[config.mk]
export PLATFORM = sky130hd
export DESIGN_NAME = sonf_top
export DESIGN_NICKNAME = d
export VERILOG_FILES = /design/src/rtl/sonf_pkg.sv /design/src/rtl/sonf_rx_align.sv /design/src/rtl/sonf_top.sv /design/src/rtl/sonf_tx_ser.sv
export SDC_FILE = /design/constraint.sdc
export NUM_CORES = 1
export LEC_CHECK = 0
export BUFFER_PORTS_ARGS = -buffer_cell sky130_fd_sc_hd__buf_2
export CORE_AREA = 2 2 118 120
export DETAILED_ROUTE_END_ITERATION = 16
export DIE_AREA = 0 0 120 122
export REMOVE_ABC_BUFFERS = 1
export SYNTH_ARGS = -nofsm -noshare
export SYNTH_HDL_FRONTEND = slang
export SYNTH_SLANG_ARGS = --single-unit
[constraint.sdc]
create_clock -name hclk -period 2.1 [get_ports hclk]
set_input_delay 0.21 -clock hclk [delete_from_list [all_inputs] [get_ports hclk]]
set_output_delay 0.21 -clock hclk [all_outputs]
set_load 0.1 [all_outputs]
[src/rtl/sonf_pkg.sv]
// shared constants and types of the serdes framer
package sonf_pkg;
  // framing bytes and the six-byte frame word
  localparam logic [7:0] A1_BYTE = 8'hF6;
  localparam logic [7:0] A2_BYTE = 8'h28;
  localparam logic [47:0] FRAME_WORD = {A1_BYTE, A1_BYTE, A1_BYTE, A2_BYTE, A2_BYTE, A2_BYTE};
  // register offsets
  localparam logic [7:0] CTRL_OFS = 8'h00;
  localparam logic [7:0] STAT_OFS = 8'h04;
  // control field positions and reset value
  localparam int CTRL_HIRATE = 0;
  localparam int CTRL_REFSEL = 1;
  localparam int CTRL_LINELOOP = 2;
  localparam int CTRL_LOCALLOOP = 3;
  localparam int CTRL_RCVTIM = 4;
  localparam int CTRL_W = 5;
  localparam logic [4:0] CTRL_RESET = 5'h00;
  // status field positions
  localparam int STAT_LOS = 0;
  localparam int STAT_LOCK = 1;
  localparam int STAT_HIRATE = 2;
  localparam int STAT_RATIO_LSB = 8;
  // line and reference rates in kHz
  localparam int LINE_HI_KHZ = 622080;
  localparam int LINE_LO_KHZ = 155520;
  localparam int REF_HI_KHZ = 77760;
  localparam int REF_LO_KHZ = 19440;
  // bit tick spacing in hclk cycles, and multiplier feedback ratios
  localparam logic [2:0] TICK_DIV_HI = 3'h1;
  localparam logic [2:0] TICK_DIV_LO = 3'(LINE_HI_KHZ / LINE_LO_KHZ);
  localparam logic [5:0] FB_RATIO_HI_REF = 6'(LINE_HI_KHZ / REF_HI_KHZ);
  localparam logic [5:0] FB_RATIO_LO_REF = 6'(LINE_HI_KHZ / REF_LO_KHZ);
  // byte timing
  localparam logic [2:0] BYTE_LAST = 3'h7;
  localparam logic [2:0] BCLK_HIGH_FROM = 3'h4;
  localparam int HUNT_LEAD_BYTES = 4;
  // bus codes
  localparam logic [1:0] HTRANS_NONSEQ = 2'h2;
  localparam logic [2:0] HSIZE_WORD = 3'h2;
  // framer state
  typedef enum logic {
    FRM_HUNT = 1'b0,
    FRM_LOCK = 1'b1
  } sonf_frm_t;
endpackage

[src/rtl/sonf_rx_align.sv]
// receive deserializer with frame hunting and alignment
`timescale 1ns/10ps
`default_nettype none
module sonf_rx_align
  import sonf_pkg::*;
(
  // clock and reset
  input wire logic hclk,
  input wire logic hresetn,
  // bit side
  input wire logic bit_tick,
  input wire logic bit_in,
  input wire logic los,
  input wire logic hunt,
  // byte side
  output logic [7:0] rx_parallel_out,
  output logic rx_byte_clock_out,
  output logic frame_pulse,
  output logic locked
);
  typedef struct packed {
    logic [47:0] win;
    logic [2:0] cnt;
    logic [7:0] data;
    logic fp;
    logic hunt_d;
    logic bclk;
    sonf_frm_t frm;
  } sonf_rx_st_t;

  sonf_rx_st_t state_ff;
  sonf_rx_st_t nxt_state;
  logic [47:0] new_win;

  always_comb begin
    nxt_state = state_ff;
    new_win = {state_ff.win[46:0], bit_in};
    if (bit_tick) begin
      nxt_state.win = new_win;
      nxt_state.hunt_d = hunt;
      nxt_state.cnt = state_ff.cnt + 3'h1;
      if (los || (hunt && !state_ff.hunt_d)) begin
        nxt_state.frm = FRM_HUNT;
      end
      if ((hunt || state_ff.hunt_d) && new_win == FRAME_WORD) begin
        nxt_state.cnt = 3'h0;
        nxt_state.data = los ? 8'h00 : new_win[7:0];
        nxt_state.fp = !los;
        nxt_state.frm = FRM_LOCK;
      end else if (state_ff.cnt == BYTE_LAST) begin
        // byte assembly, forced low on loss
        nxt_state.data = los ? 8'h00 : new_win[7:0];
        nxt_state.fp = 1'b0;
      end
      nxt_state.bclk = nxt_state.cnt >= BCLK_HIGH_FROM;
    end
  end

  always_ff @(posedge hclk or negedge hresetn) begin
    if (!hresetn) begin
      state_ff <= '0;
    end else begin
      state_ff <= nxt_state;
    end
  end

  assign rx_parallel_out = state_ff.data;
  assign rx_byte_clock_out = state_ff.bclk;
  assign frame_pulse = state_ff.fp;
  assign locked = state_ff.frm == FRM_LOCK;

  AST_FP_A2: assert property (@(posedge hclk) disable iff (!hresetn)
    $rose(frame_pulse) |-> rx_parallel_out == A2_BYTE)
    else $error("frame pulse not with third A2 byte");
  AST_FP_HUNT: assert property (@(posedge hclk) disable iff (!hresetn)
    $rose(frame_pulse) |-> ($past(hunt) || $past(state_ff.hunt_d)))
    else $error("frame pulse without hunt request");
  AST_FP_ONE: assert property (@(posedge hclk) disable iff (!hresetn)
    (frame_pulse && bit_tick && state_ff.cnt == BYTE_LAST && !hunt && !state_ff.hunt_d)
    |=> !frame_pulse)
    else $error("frame pulse longer than one byte");
endmodule
`default_nettype wire

[src/rtl/sonf_top.sv]
// serdes framer top: bus registers, pin sync, clock sources and loopbacks
//
// Design decisions made here: the register addresses and register access over AHB-Lite.
`timescale 1ns/10ps
`default_nettype none
module sonf_top
  import sonf_pkg::*;
#(
  parameter bit LOS_ACTIVE_HIGH = 1'b1
) (
  // clock and reset
  input wire logic hclk,
  input wire logic hresetn,
  // ahb-lite slave
  input wire logic hsel,
  input wire logic [31:0] haddr,
  input wire logic [1:0] htrans,
  input wire logic hwrite,
  input wire logic [2:0] hsize,
  input wire logic [31:0] hwdata,
  input wire logic hready,
  output logic hreadyout,
  output logic [31:0] hrdata,
  output logic hresp,
  // parallel partner side
  input wire logic [7:0] tx_parallel_in,
  output logic tx_byte_clock_out,
  output logic [7:0] rx_parallel_out,
  output logic rx_byte_clock_out,
  output logic frame_pulse,
  input wire logic frame_hunt_request,
  // serial line side
  output logic serial_tx_out,
  input wire logic serial_rx_in,
  input wire logic serial_rx_clock_in,
  input wire logic signal_loss_input
);
  typedef struct packed {
    logic [CTRL_W-1:0] ctrl;
    logic wr_pend;
    logic [7:0] wr_addr;
    logic [31:0] rdata;
    logic rxd1;
    logic rxd2;
    logic rxc1;
    logic rxc2;
    logic rxc3;
    logic los1;
    logic los2;
    logic [2:0] div;
    logic txo;
  } sonf_top_st_t;

  sonf_top_st_t state_ff;
  sonf_top_st_t nxt_state;

  logic los;
  logic hi_rate;
  logic ref_sel;
  logic line_loop;
  logic local_loop;
  logic rcv_tim;
  logic mult_tick;
  logic rx_edge;
  logic tx_tick;
  logic rx_tick;
  logic rx_bit;
  logic ser_bit;
  logic locked;
  logic addr_phase;

  function automatic logic [5:0] fb_ratio(input logic refsel);
    return refsel ? FB_RATIO_LO_REF : FB_RATIO_HI_REF;
  endfunction

  // register read decode
  function automatic logic [31:0] reg_read(
    input logic [7:0] addr,
    input logic [CTRL_W-1:0] ctrl,
    input logic los_now,
    input logic lock_now
  );
    logic [31:0] val;
    val = 32'h0000_0000;
    if (addr == CTRL_OFS) begin
      val[CTRL_W-1:0] = ctrl;
    end else if (addr == STAT_OFS) begin
      val[STAT_LOS] = los_now;
      val[STAT_LOCK] = lock_now;
      val[STAT_HIRATE] = ctrl[CTRL_HIRATE];
      val[STAT_RATIO_LSB +: 6] = fb_ratio(ctrl[CTRL_REFSEL]);
    end
    return val;
  endfunction

  assign hi_rate = state_ff.ctrl[CTRL_HIRATE];
  assign ref_sel = state_ff.ctrl[CTRL_REFSEL];
  assign line_loop = state_ff.ctrl[CTRL_LINELOOP];
  assign local_loop = state_ff.ctrl[CTRL_LOCALLOOP];
  assign rcv_tim = state_ff.ctrl[CTRL_RCVTIM];

  assign los = state_ff.los2 == LOS_ACTIVE_HIGH;

  // multiplier bit tick by line rate
  assign mult_tick = state_ff.div == ((hi_rate ? TICK_DIV_HI : TICK_DIV_LO) - 3'h1);

  assign rx_edge = state_ff.rxc2 && !state_ff.rxc3;

  assign tx_tick = rcv_tim ? rx_edge : mult_tick;

  always_comb begin
    if (local_loop) begin
      rx_tick = tx_tick;
      rx_bit = ser_bit;
    end else if (los) begin
      rx_tick = rcv_tim ? tx_tick : mult_tick;
      rx_bit = state_ff.rxd2;
    end else begin
      rx_tick = rx_edge;
      rx_bit = state_ff.rxd2;
    end
  end

  assign addr_phase = hsel && htrans == HTRANS_NONSEQ && hready;

  always_comb begin
    nxt_state = state_ff;
    // pin synchronisers
    nxt_state.rxd1 = serial_rx_in;
    nxt_state.rxd2 = state_ff.rxd1;
    nxt_state.rxc1 = serial_rx_clock_in;
    nxt_state.rxc2 = state_ff.rxc1;
    nxt_state.rxc3 = state_ff.rxc2;
    nxt_state.los1 = signal_loss_input;
    nxt_state.los2 = state_ff.los1;
    nxt_state.div = mult_tick ? 3'h0 : state_ff.div + 3'h1;
    // bus data phase write
    nxt_state.wr_pend = 1'b0;
    if (state_ff.wr_pend && state_ff.wr_addr == CTRL_OFS) begin
      nxt_state.ctrl = hwdata[CTRL_W-1:0];
    end
    // bus address phase
    nxt_state.rdata = 32'h0000_0000;
    if (addr_phase) begin
      if (hwrite) begin
        nxt_state.wr_pend = hsize == HSIZE_WORD;
        nxt_state.wr_addr = haddr[7:0];
      end else begin
        nxt_state.rdata = reg_read(haddr[7:0], state_ff.ctrl, los, locked);
      end
    end
    nxt_state.txo = line_loop ? state_ff.rxd2 : ser_bit;
  end

  always_ff @(posedge hclk or negedge hresetn) begin
    if (!hresetn) begin
      state_ff <= '0;
      state_ff.ctrl <= CTRL_RESET;
    end else begin
      state_ff <= nxt_state;
    end
  end

  assign hreadyout = 1'b1;
  assign hresp = 1'b0;
  assign hrdata = state_ff.rdata;
  assign serial_tx_out = state_ff.txo;

  sonf_tx_ser u_tx (
    .hclk(hclk),
    .hresetn(hresetn),
    .bit_tick(tx_tick),
    .tx_parallel_in(tx_parallel_in),
    .tx_byte_clock_out(tx_byte_clock_out),
    .ser_bit(ser_bit)
  );

  sonf_rx_align u_rx (
    .hclk(hclk),
    .hresetn(hresetn),
    .bit_tick(rx_tick),
    .bit_in(rx_bit),
    .los(los),
    .hunt(frame_hunt_request),
    .rx_parallel_out(rx_parallel_out),
    .rx_byte_clock_out(rx_byte_clock_out),
    .frame_pulse(frame_pulse),
    .locked(locked)
  );

  AST_LOS_ZERO: assert property (@(posedge hclk) disable iff (!hresetn)
    ($changed(rx_parallel_out) && rx_parallel_out != 8'h00) |-> !$past(los))
    else $error("receive data not forced low on loss");
  AST_LINE_LOOP: assert property (@(posedge hclk) disable iff (!hresetn)
    line_loop |=> serial_tx_out == $past(state_ff.rxd2))
    else $error("line loopback data not on serial output");
  AST_CTRL_WRITE: assert property (@(posedge hclk) disable iff (!hresetn)
    (state_ff.wr_pend && state_ff.wr_addr == CTRL_OFS)
    |=> state_ff.ctrl == $past(hwdata[CTRL_W-1:0]))
    else $error("control write not taken");
  AST_MULT_TICK: assert property (@(posedge hclk) disable iff (!hresetn)
    (mult_tick && !hi_rate && !state_ff.wr_pend) |=> !mult_tick [*3])
    else $error("low rate bit tick spacing wrong");
  AST_LOS_CLOCK: assert property (@(posedge hclk) disable iff (!hresetn)
    (los && !local_loop && !rcv_tim) |-> rx_tick == mult_tick)
    else $error("receive not clocked from multiplier on loss");
  AST_LOOP_TIMING: assert property (@(posedge hclk) disable iff (!hresetn)
    rcv_tim |-> tx_tick == rx_edge)
    else $error("recovered timing not driving transmit");
  AST_LOCAL_FEED: assert property (@(posedge hclk) disable iff (!hresetn)
    local_loop |-> (rx_bit == ser_bit && rx_tick == tx_tick))
    else $error("local loopback not feeding receive");
  AST_IDLE_RDATA: assert property (@(posedge hclk) disable iff (!hresetn)
    !addr_phase |=> hrdata == 32'h0000_0000)
    else $error("read data not zero outside data phase");
endmodule
`default_nettype wire

[src/rtl/sonf_tx_ser.sv]
// transmit byte capture and msb-first serializer
`timescale 1ns/10ps
`default_nettype none
module sonf_tx_ser
  import sonf_pkg::*;
(
  // clock and reset
  input wire logic hclk,
  input wire logic hresetn,
  // bit timing
  input wire logic bit_tick,
  // byte side
  input wire logic [7:0] tx_parallel_in,
  output logic tx_byte_clock_out,
  // serial side
  output logic ser_bit
);
  typedef struct packed {
    logic [7:0] sh;
    logic [2:0] cnt;
    logic bclk;
  } sonf_ser_st_t;

  sonf_ser_st_t state_ff;
  sonf_ser_st_t nxt_state;

  always_comb begin
    nxt_state = state_ff;
    if (bit_tick) begin
      nxt_state.cnt = state_ff.cnt + 3'h1;
      if (state_ff.cnt == BYTE_LAST) begin
        nxt_state.sh = tx_parallel_in;
      end else begin
        nxt_state.sh = {state_ff.sh[6:0], 1'b0};
      end
      nxt_state.bclk = nxt_state.cnt < BCLK_HIGH_FROM;
    end
  end

  always_ff @(posedge hclk or negedge hresetn) begin
    if (!hresetn) begin
      state_ff <= '0;
    end else begin
      state_ff <= nxt_state;
    end
  end

  assign tx_byte_clock_out = state_ff.bclk;
  assign ser_bit = state_ff.sh[7];

  AST_TX_MSB: assert property (@(posedge hclk) disable iff (!hresetn)
    (bit_tick && state_ff.cnt == BYTE_LAST) |=> ser_bit == $past(tx_parallel_in[7]))
    else $error("first serial bit is not the byte msb");
endmodule
`default_nettype wire

# == Yosys cells after proc, flatten, opt, wreduce, memory -nomap -nowiden ==
# Index checks and enable logic that the tools add are counted.
# totals
wordCells,79
regBits,131
# op_classes
muxes,25
n_addsub,4
n_lt_le_gt_ge,2
reduce_logical,18
eq_ne,7
# ops
cell,n
$eq A48 B48 Y1 const B,1
$mux W41,1
$mux W9,3
$mux W3,6
$mux W6,3
$logic_not A8 Y1,2
$mux W8,2
$mux W14,1
$add A3 B1 Y3 const B,3
$eq A8 B3 Y1 const B,1
$mux W1,8
$eq A3 B3 Y1 const B,2
$logic_and A1 B1 Y1,6
$reduce_and A2 Y1,3
$reduce_bool A2 Y1,2
$eq A3 B2 Y1 const B,1
$eq A3 B3 Y1,1
$ge A3 B3 Y1 const B,1
$logic_not A1 Y1,3
$lt A3 B3 Y1 const B,1
$sub A3 B1 Y3 const B,1
$eq A2 B2 Y1 const B,1
$logic_or A1 B1 Y1,2
$mux W2,1

# == Depth between registers and ports, before layout ==
# depth
word_depth,9
mapped_depth,7

# == By module ==
# A second synthesis with hierarchy kept.
# unflattened
cells_unflattened,349
hier_area_um2,4699.5
# modules_own_cells
mod,area_each_um2,seq_area_each_um2,cells_per_inst,instances
sonf_rx_align,2670.1,1526.5,185,1
sonf_top,1478.9,800.8,118,1
sonf_tx_ser,550.5,300.3,46,1

# == Least setup slack after synthesis ==
# OpenSTA, ideal clock, no wires.
# synth_path
path_type,reg2reg
start,"reg, netlist name u_rx.rx_byte_clock_out"
end,reg u_rx.state_ff (netlist bit u_rx.rx_parallel_out[0])
path_stages_with_launch,5
setup_slack_ns,0.133
arrival_time_ns,1.842
required_ns,1.975
cell_sequence,dfrtp_1 > ha_1 > o21a_1 > buf_6 > mux2_4
# synth_rtl
item,line,rtl
end signal: assignment,sonf_rx_align.sv:63,state_ff <= nxt_state;
end: declaration,sonf_rx_align.sv:31,sonf_rx_st_t state_ff;

# == Final worst setup path ==
# layout_path
start,reg u_rx.state_ff (netlist bit u_rx.new_win[8])
end,reg u_rx.state_ff (netlist bit u_rx.rx_parallel_out[3])
# layout_between
elab_chain_cells,4
# layout_lines
item,line,rtl
$eq A48 B48 Y1 *,sonf_rx_align.sv:45,if ((hunt || state_ff.hunt_d) && new_win == FRAME_WORD) begin
$logic_and A1 B1 Y1 *,sonf_rx_align.sv:45,
$reduce_bool A2 Y1 (no source line),-,
$reduce_and A2 Y1 (no source line),-,
# Every way passes the cells marked *; elsewhere a longest branch is shown, timed or not.
# A chain may end at the register's enable or synchronous reset.

==> impl_metrics.csv <==
group,metric,value,unit
clock_tree,clk_latency,0.34,ns
worst_setup_path,end_kind,"flop",
worst_setup_path,worst-path-stages,6,
synthesis,async_reset_ff_frac,1.000,
clock_tree,cts.sinks,105,
synthesis,synth_warnings,0,
worst_setup_path,r2r_cells,6,
sta,fmax,0.5063,GHz
synthesis,syn_avg_cell_area,10.40,um2
synthesis,syn_inst,444,
worst_setup_path,critPathRequiredTime,2.33,ns
sta,fin_crit,1.975,ns
route,firstDrtPassIters,5,
synthesis,ys.flop_type,"dfrtp_1",
global_route,grt_pass1_wl,14580,um
synthesis,synth-edff-count,0,
global_route,grt_busiest_layer,"met2",
synthesis,synth_area_leaders,"dfrtp_1 57%, nand2_1 12%, buf_4 7.5%",
worst_setup_path,path_delay_family,"simple AND/OR/NAND/NOR gates",
synthesis,syn_area,4619,um2
place,io_buffers,53,
route,via_count,3093,
sta,fin_tns_setup,0,ns
worst_setup_path,cp_num_buf_inv,1,
sta,relSlewSlack,0.6712,
place,dp_hpwl,6149,um
outcome,status,"finished clean",
global_route,grt_pass1_vias,3069,
global_route,grt_use_met1,0.1596,
worst_setup_path,start_kind,"flop",
power_and_ir_drop,leakage,2.764,nW
floorplanning,rows,43,
power_and_ir_drop,p_per_area,1232,nW/um2
clock_tree,clk_pin_slew_worst_paths,0.07,ns
floorplanning,dieWidth,120,um
flow_run,drv_cap,0,
route,wl_per_cell,12.53,um
route,drc,0,
cells_and_area,n_fill_cell,1340,
global_route,grt_usage,0.1255,
worst_hold_path,whs_path_depth,2,
route,drt_iter0_drc,206,
worst_setup_path,critical_path_class,"reg -> reg",
global_route,antenna_found_initial,0,
floorplanning,initial_utilization,0.3421,
route,route.final.wire_length,8585,um
worst_setup_path,critPathMaxFanout,3,
floorplanning,io_pins,132,
global_route,grt_overflow,0,
route,via_per_inst,4.515,
clock_tree,cts_max_level,3,
sta,rsz0062_at_grt,"no",
cells_and_area,final_util,0.3970,
worst_setup_path,crit_slowest_cell,"dfrtp_1",
global_route,grt_max_degree,59,
clock_tree,root_buffer,"clkbuf_16",
floorplanning,die_area,14640,um2
sta,tightest_slew,0.4880,ns
sta,finalCritPeriodShare,0.9405,
worst_setup_path,crit_chain,"nor4b_1 > nand4_1 > nor4_4 > o21a_1 > buf_4 > mux2_4",
power_and_ir_drop,ir_drop,454.0,uV
global_route,gr-usage-met3,0.03184,
cells_and_area,nets,591,
worst_hold_path,min_path_type,"in -> reg",
synthesis,synth_top_area_frac,0.5688,
floorplanning,die_y,122,um
cells_and_area,syn_to_final_growth,16.06,%
clock_tree,cts_tree,"yes",
place,gp_congestion,0.7219,
cells_and_area,drive_gt1_frac,0.2396,
sta,fin_skew,0.007859,ns
synthesis,synth.distinct_cells,37,
sta,setup_viol,0,
synthesis,ys_seq_area_frac,0.5688,
worst_setup_path,crit_arrival,2.20,ns
clock_tree,clockBufferDepth,2,
cells_and_area,antenna_cells,0,
worst_setup_path,max_stage_delay,0.40,ns
synthesis,yosys.area.top_type,"dfrtp_1",
synthesis,synth-seq-cells,105,
global_route,grtUsageMet2,0.2031,
route,final_antenna_net_count,0,
clock_tree,post-cts-setup-buffer-count,0,
sta,slew_viol_final,0,
clock_tree,cts_made_buffers,9,
sta,finalHoldViolations,0,
floorplanning,core-area,13500,um2
[worst reg2reg max path, cell delays in order, from the launching register on]
cell and delay, ns:
dfrtp_1 0.40, nor4b_1 0.33, nand4_1 0.24, nor4_4 0.27, o21a_1 0.17, buf_4 0.15, mux2_4 0.30
[synthesized netlist by cell type (2+ instances only)]
cell,number
nand4b_1,6
and4bb_2,3
mux2i_1,12
and4b_1,5
a21oi_1,10
ha_1,5
nand4_1,3
nand2_1,147
and3_1,2
nor3b_1,2
nor2b_1,4
buf_2,5
nor4_1,4
clkbuf_1,6
dfrtp_1,105
o21ai_0,11
nand3_1,2
nor4b_1,4
nor2_1,16
inv_1,9
conb_1,2
mux2_2,17
buf_4,46
nor3_1,2
mux2_4,4
[final cells by class]
cell class / count / area (um2) / share of cell area
clock inverters: 7 / 63.81 / 0.01190
multi-input cells: 296 / 1675 / 0.3125
repair buffers: 79 / 510.5 / 0.09522
well taps: 180 / 225.2 / 0.04201
clock buffers: 9 / 225.2 / 0.04201
inverters: 9 / 33.78 / 0.006301
flip-flops and latches: 105 / 2628 / 0.4901
[sequential cells by signal, summed over array words and instances (netlist names)]
signal / cells
los: 1
local_loop: 1
line_loop: 1
rcv_tim: 1
u_tx.state_ff: 10
hi_rate: 1
u_rx.rx_parallel_out: 8
state_ff: 14
serial_tx_out: 1
u_tx.tx_byte_clock_out: 1
u_rx.frame_pulse: 1
u_rx.new_win: 47
u_rx.rx_byte_clock_out: 1
nxt_state: 4
hrdata: 7
ref_sel: 1
u_rx.locked: 1
u_tx.ser_bit: 1
u_rx.state_ff: 3
[through the flow]
step	worst slack [ns]	instances	total power [mW]	hold WS [ns]	cell area [um2]
3_3_place_gp	0.09835	665	4.967	0.2103	5014
3_5_place_dp	0.1149	665	5.052	0.2130	5014
4_1_cts	0.07878	685	6.680	0.01799	5343
6_report	0.1249	685	6.604	0.03219	5361
2_1_floorplan	-1.054	410	4.457	-0.08559	4305
5_1_grt	0.01843	685	7.008	0.02663	5361
[repair_timing]
item / CTS / global route
setup endpoints to repair: 0 / 3
hold endpoints to repair: 35 / 0
gates resized for setup: 0 / 3
hold buffers: 4 / 0
[where the power goes]
part | internal [mW] | switching (mW)
registers | 2.47 | 0.311
logic | 0.619 | 1.60
clock network | 0.827 | 0.770
[path summary, 6_finish.rpt]
path / end / from / slack (ns)
min reg2reg: los / nxt_state[4] / 0.36
max in group asynchronous: u_rx.new_win[24] / hresetn / 1.08
max: u_rx.rx_parallel_out[3] / u_rx.new_win[8] / 0.12
min: state_ff[51] / hsize[0] / 0.03
min in group asynchronous: u_rx.new_win[47] / hresetn / 0.36
max reg2reg: u_rx.rx_parallel_out[3] / u_rx.new_win[8] / 0.12
[cell usage in the layout (no fill, tap or decap), types with 3 or more instances in the layout]
| master | n |
|---|---|
| nand2_1 | 147 |
| dfrtp_1 | 105 |
| buf_2 | 52 |
| conb_1 | 27 |
| buf_4 | 20 |
| mux2_2 | 17 |
| nor2_1 | 16 |
| mux2i_1 | 11 |
| o21ai_0 | 11 |
| a21oi_1 | 10 |
| inv_1 | 9 |
| clkbuf_16 | 9 |
| nand4b_1 | 6 |
| and4b_1 | 5 |
| ha_1 | 5 |
| nor2b_1 | 4 |
| mux2_4 | 4 |
| dlygate4sd3_1 | 4 |
| nor4_1 | 3 |
| and4bb_2 | 3 |
| nand4_1 | 3 |
| inv_6 | 3 |
| buf_12 | 3 |
[logic make-up (layout without fill, tap and decap cells)]
group | count (synthesis) | after routing | synth area share
fa+ha+maj | 5 | 5 | 0.01354
simple gates | 203 | 203 | 0.2037
mux | 33 | 33 | 0.08044
compound gates | 26 | 26 | 0.03251
other cells | 2 | 27 | 0.001626
buf+inv | 68 | 104 | 0.09561
xor+xnor | 2 | 2 | 0.003793
flops | 105 | 105 | 0.5688
[metal layers]
metal	part of all wire	vias to the layer above
li1	-	1499
met4	0.018	0
met1	0.45	1507
met5	0	-
met2	0.48	77
met3	0.050	10
(Power assumes the default switching activity.)
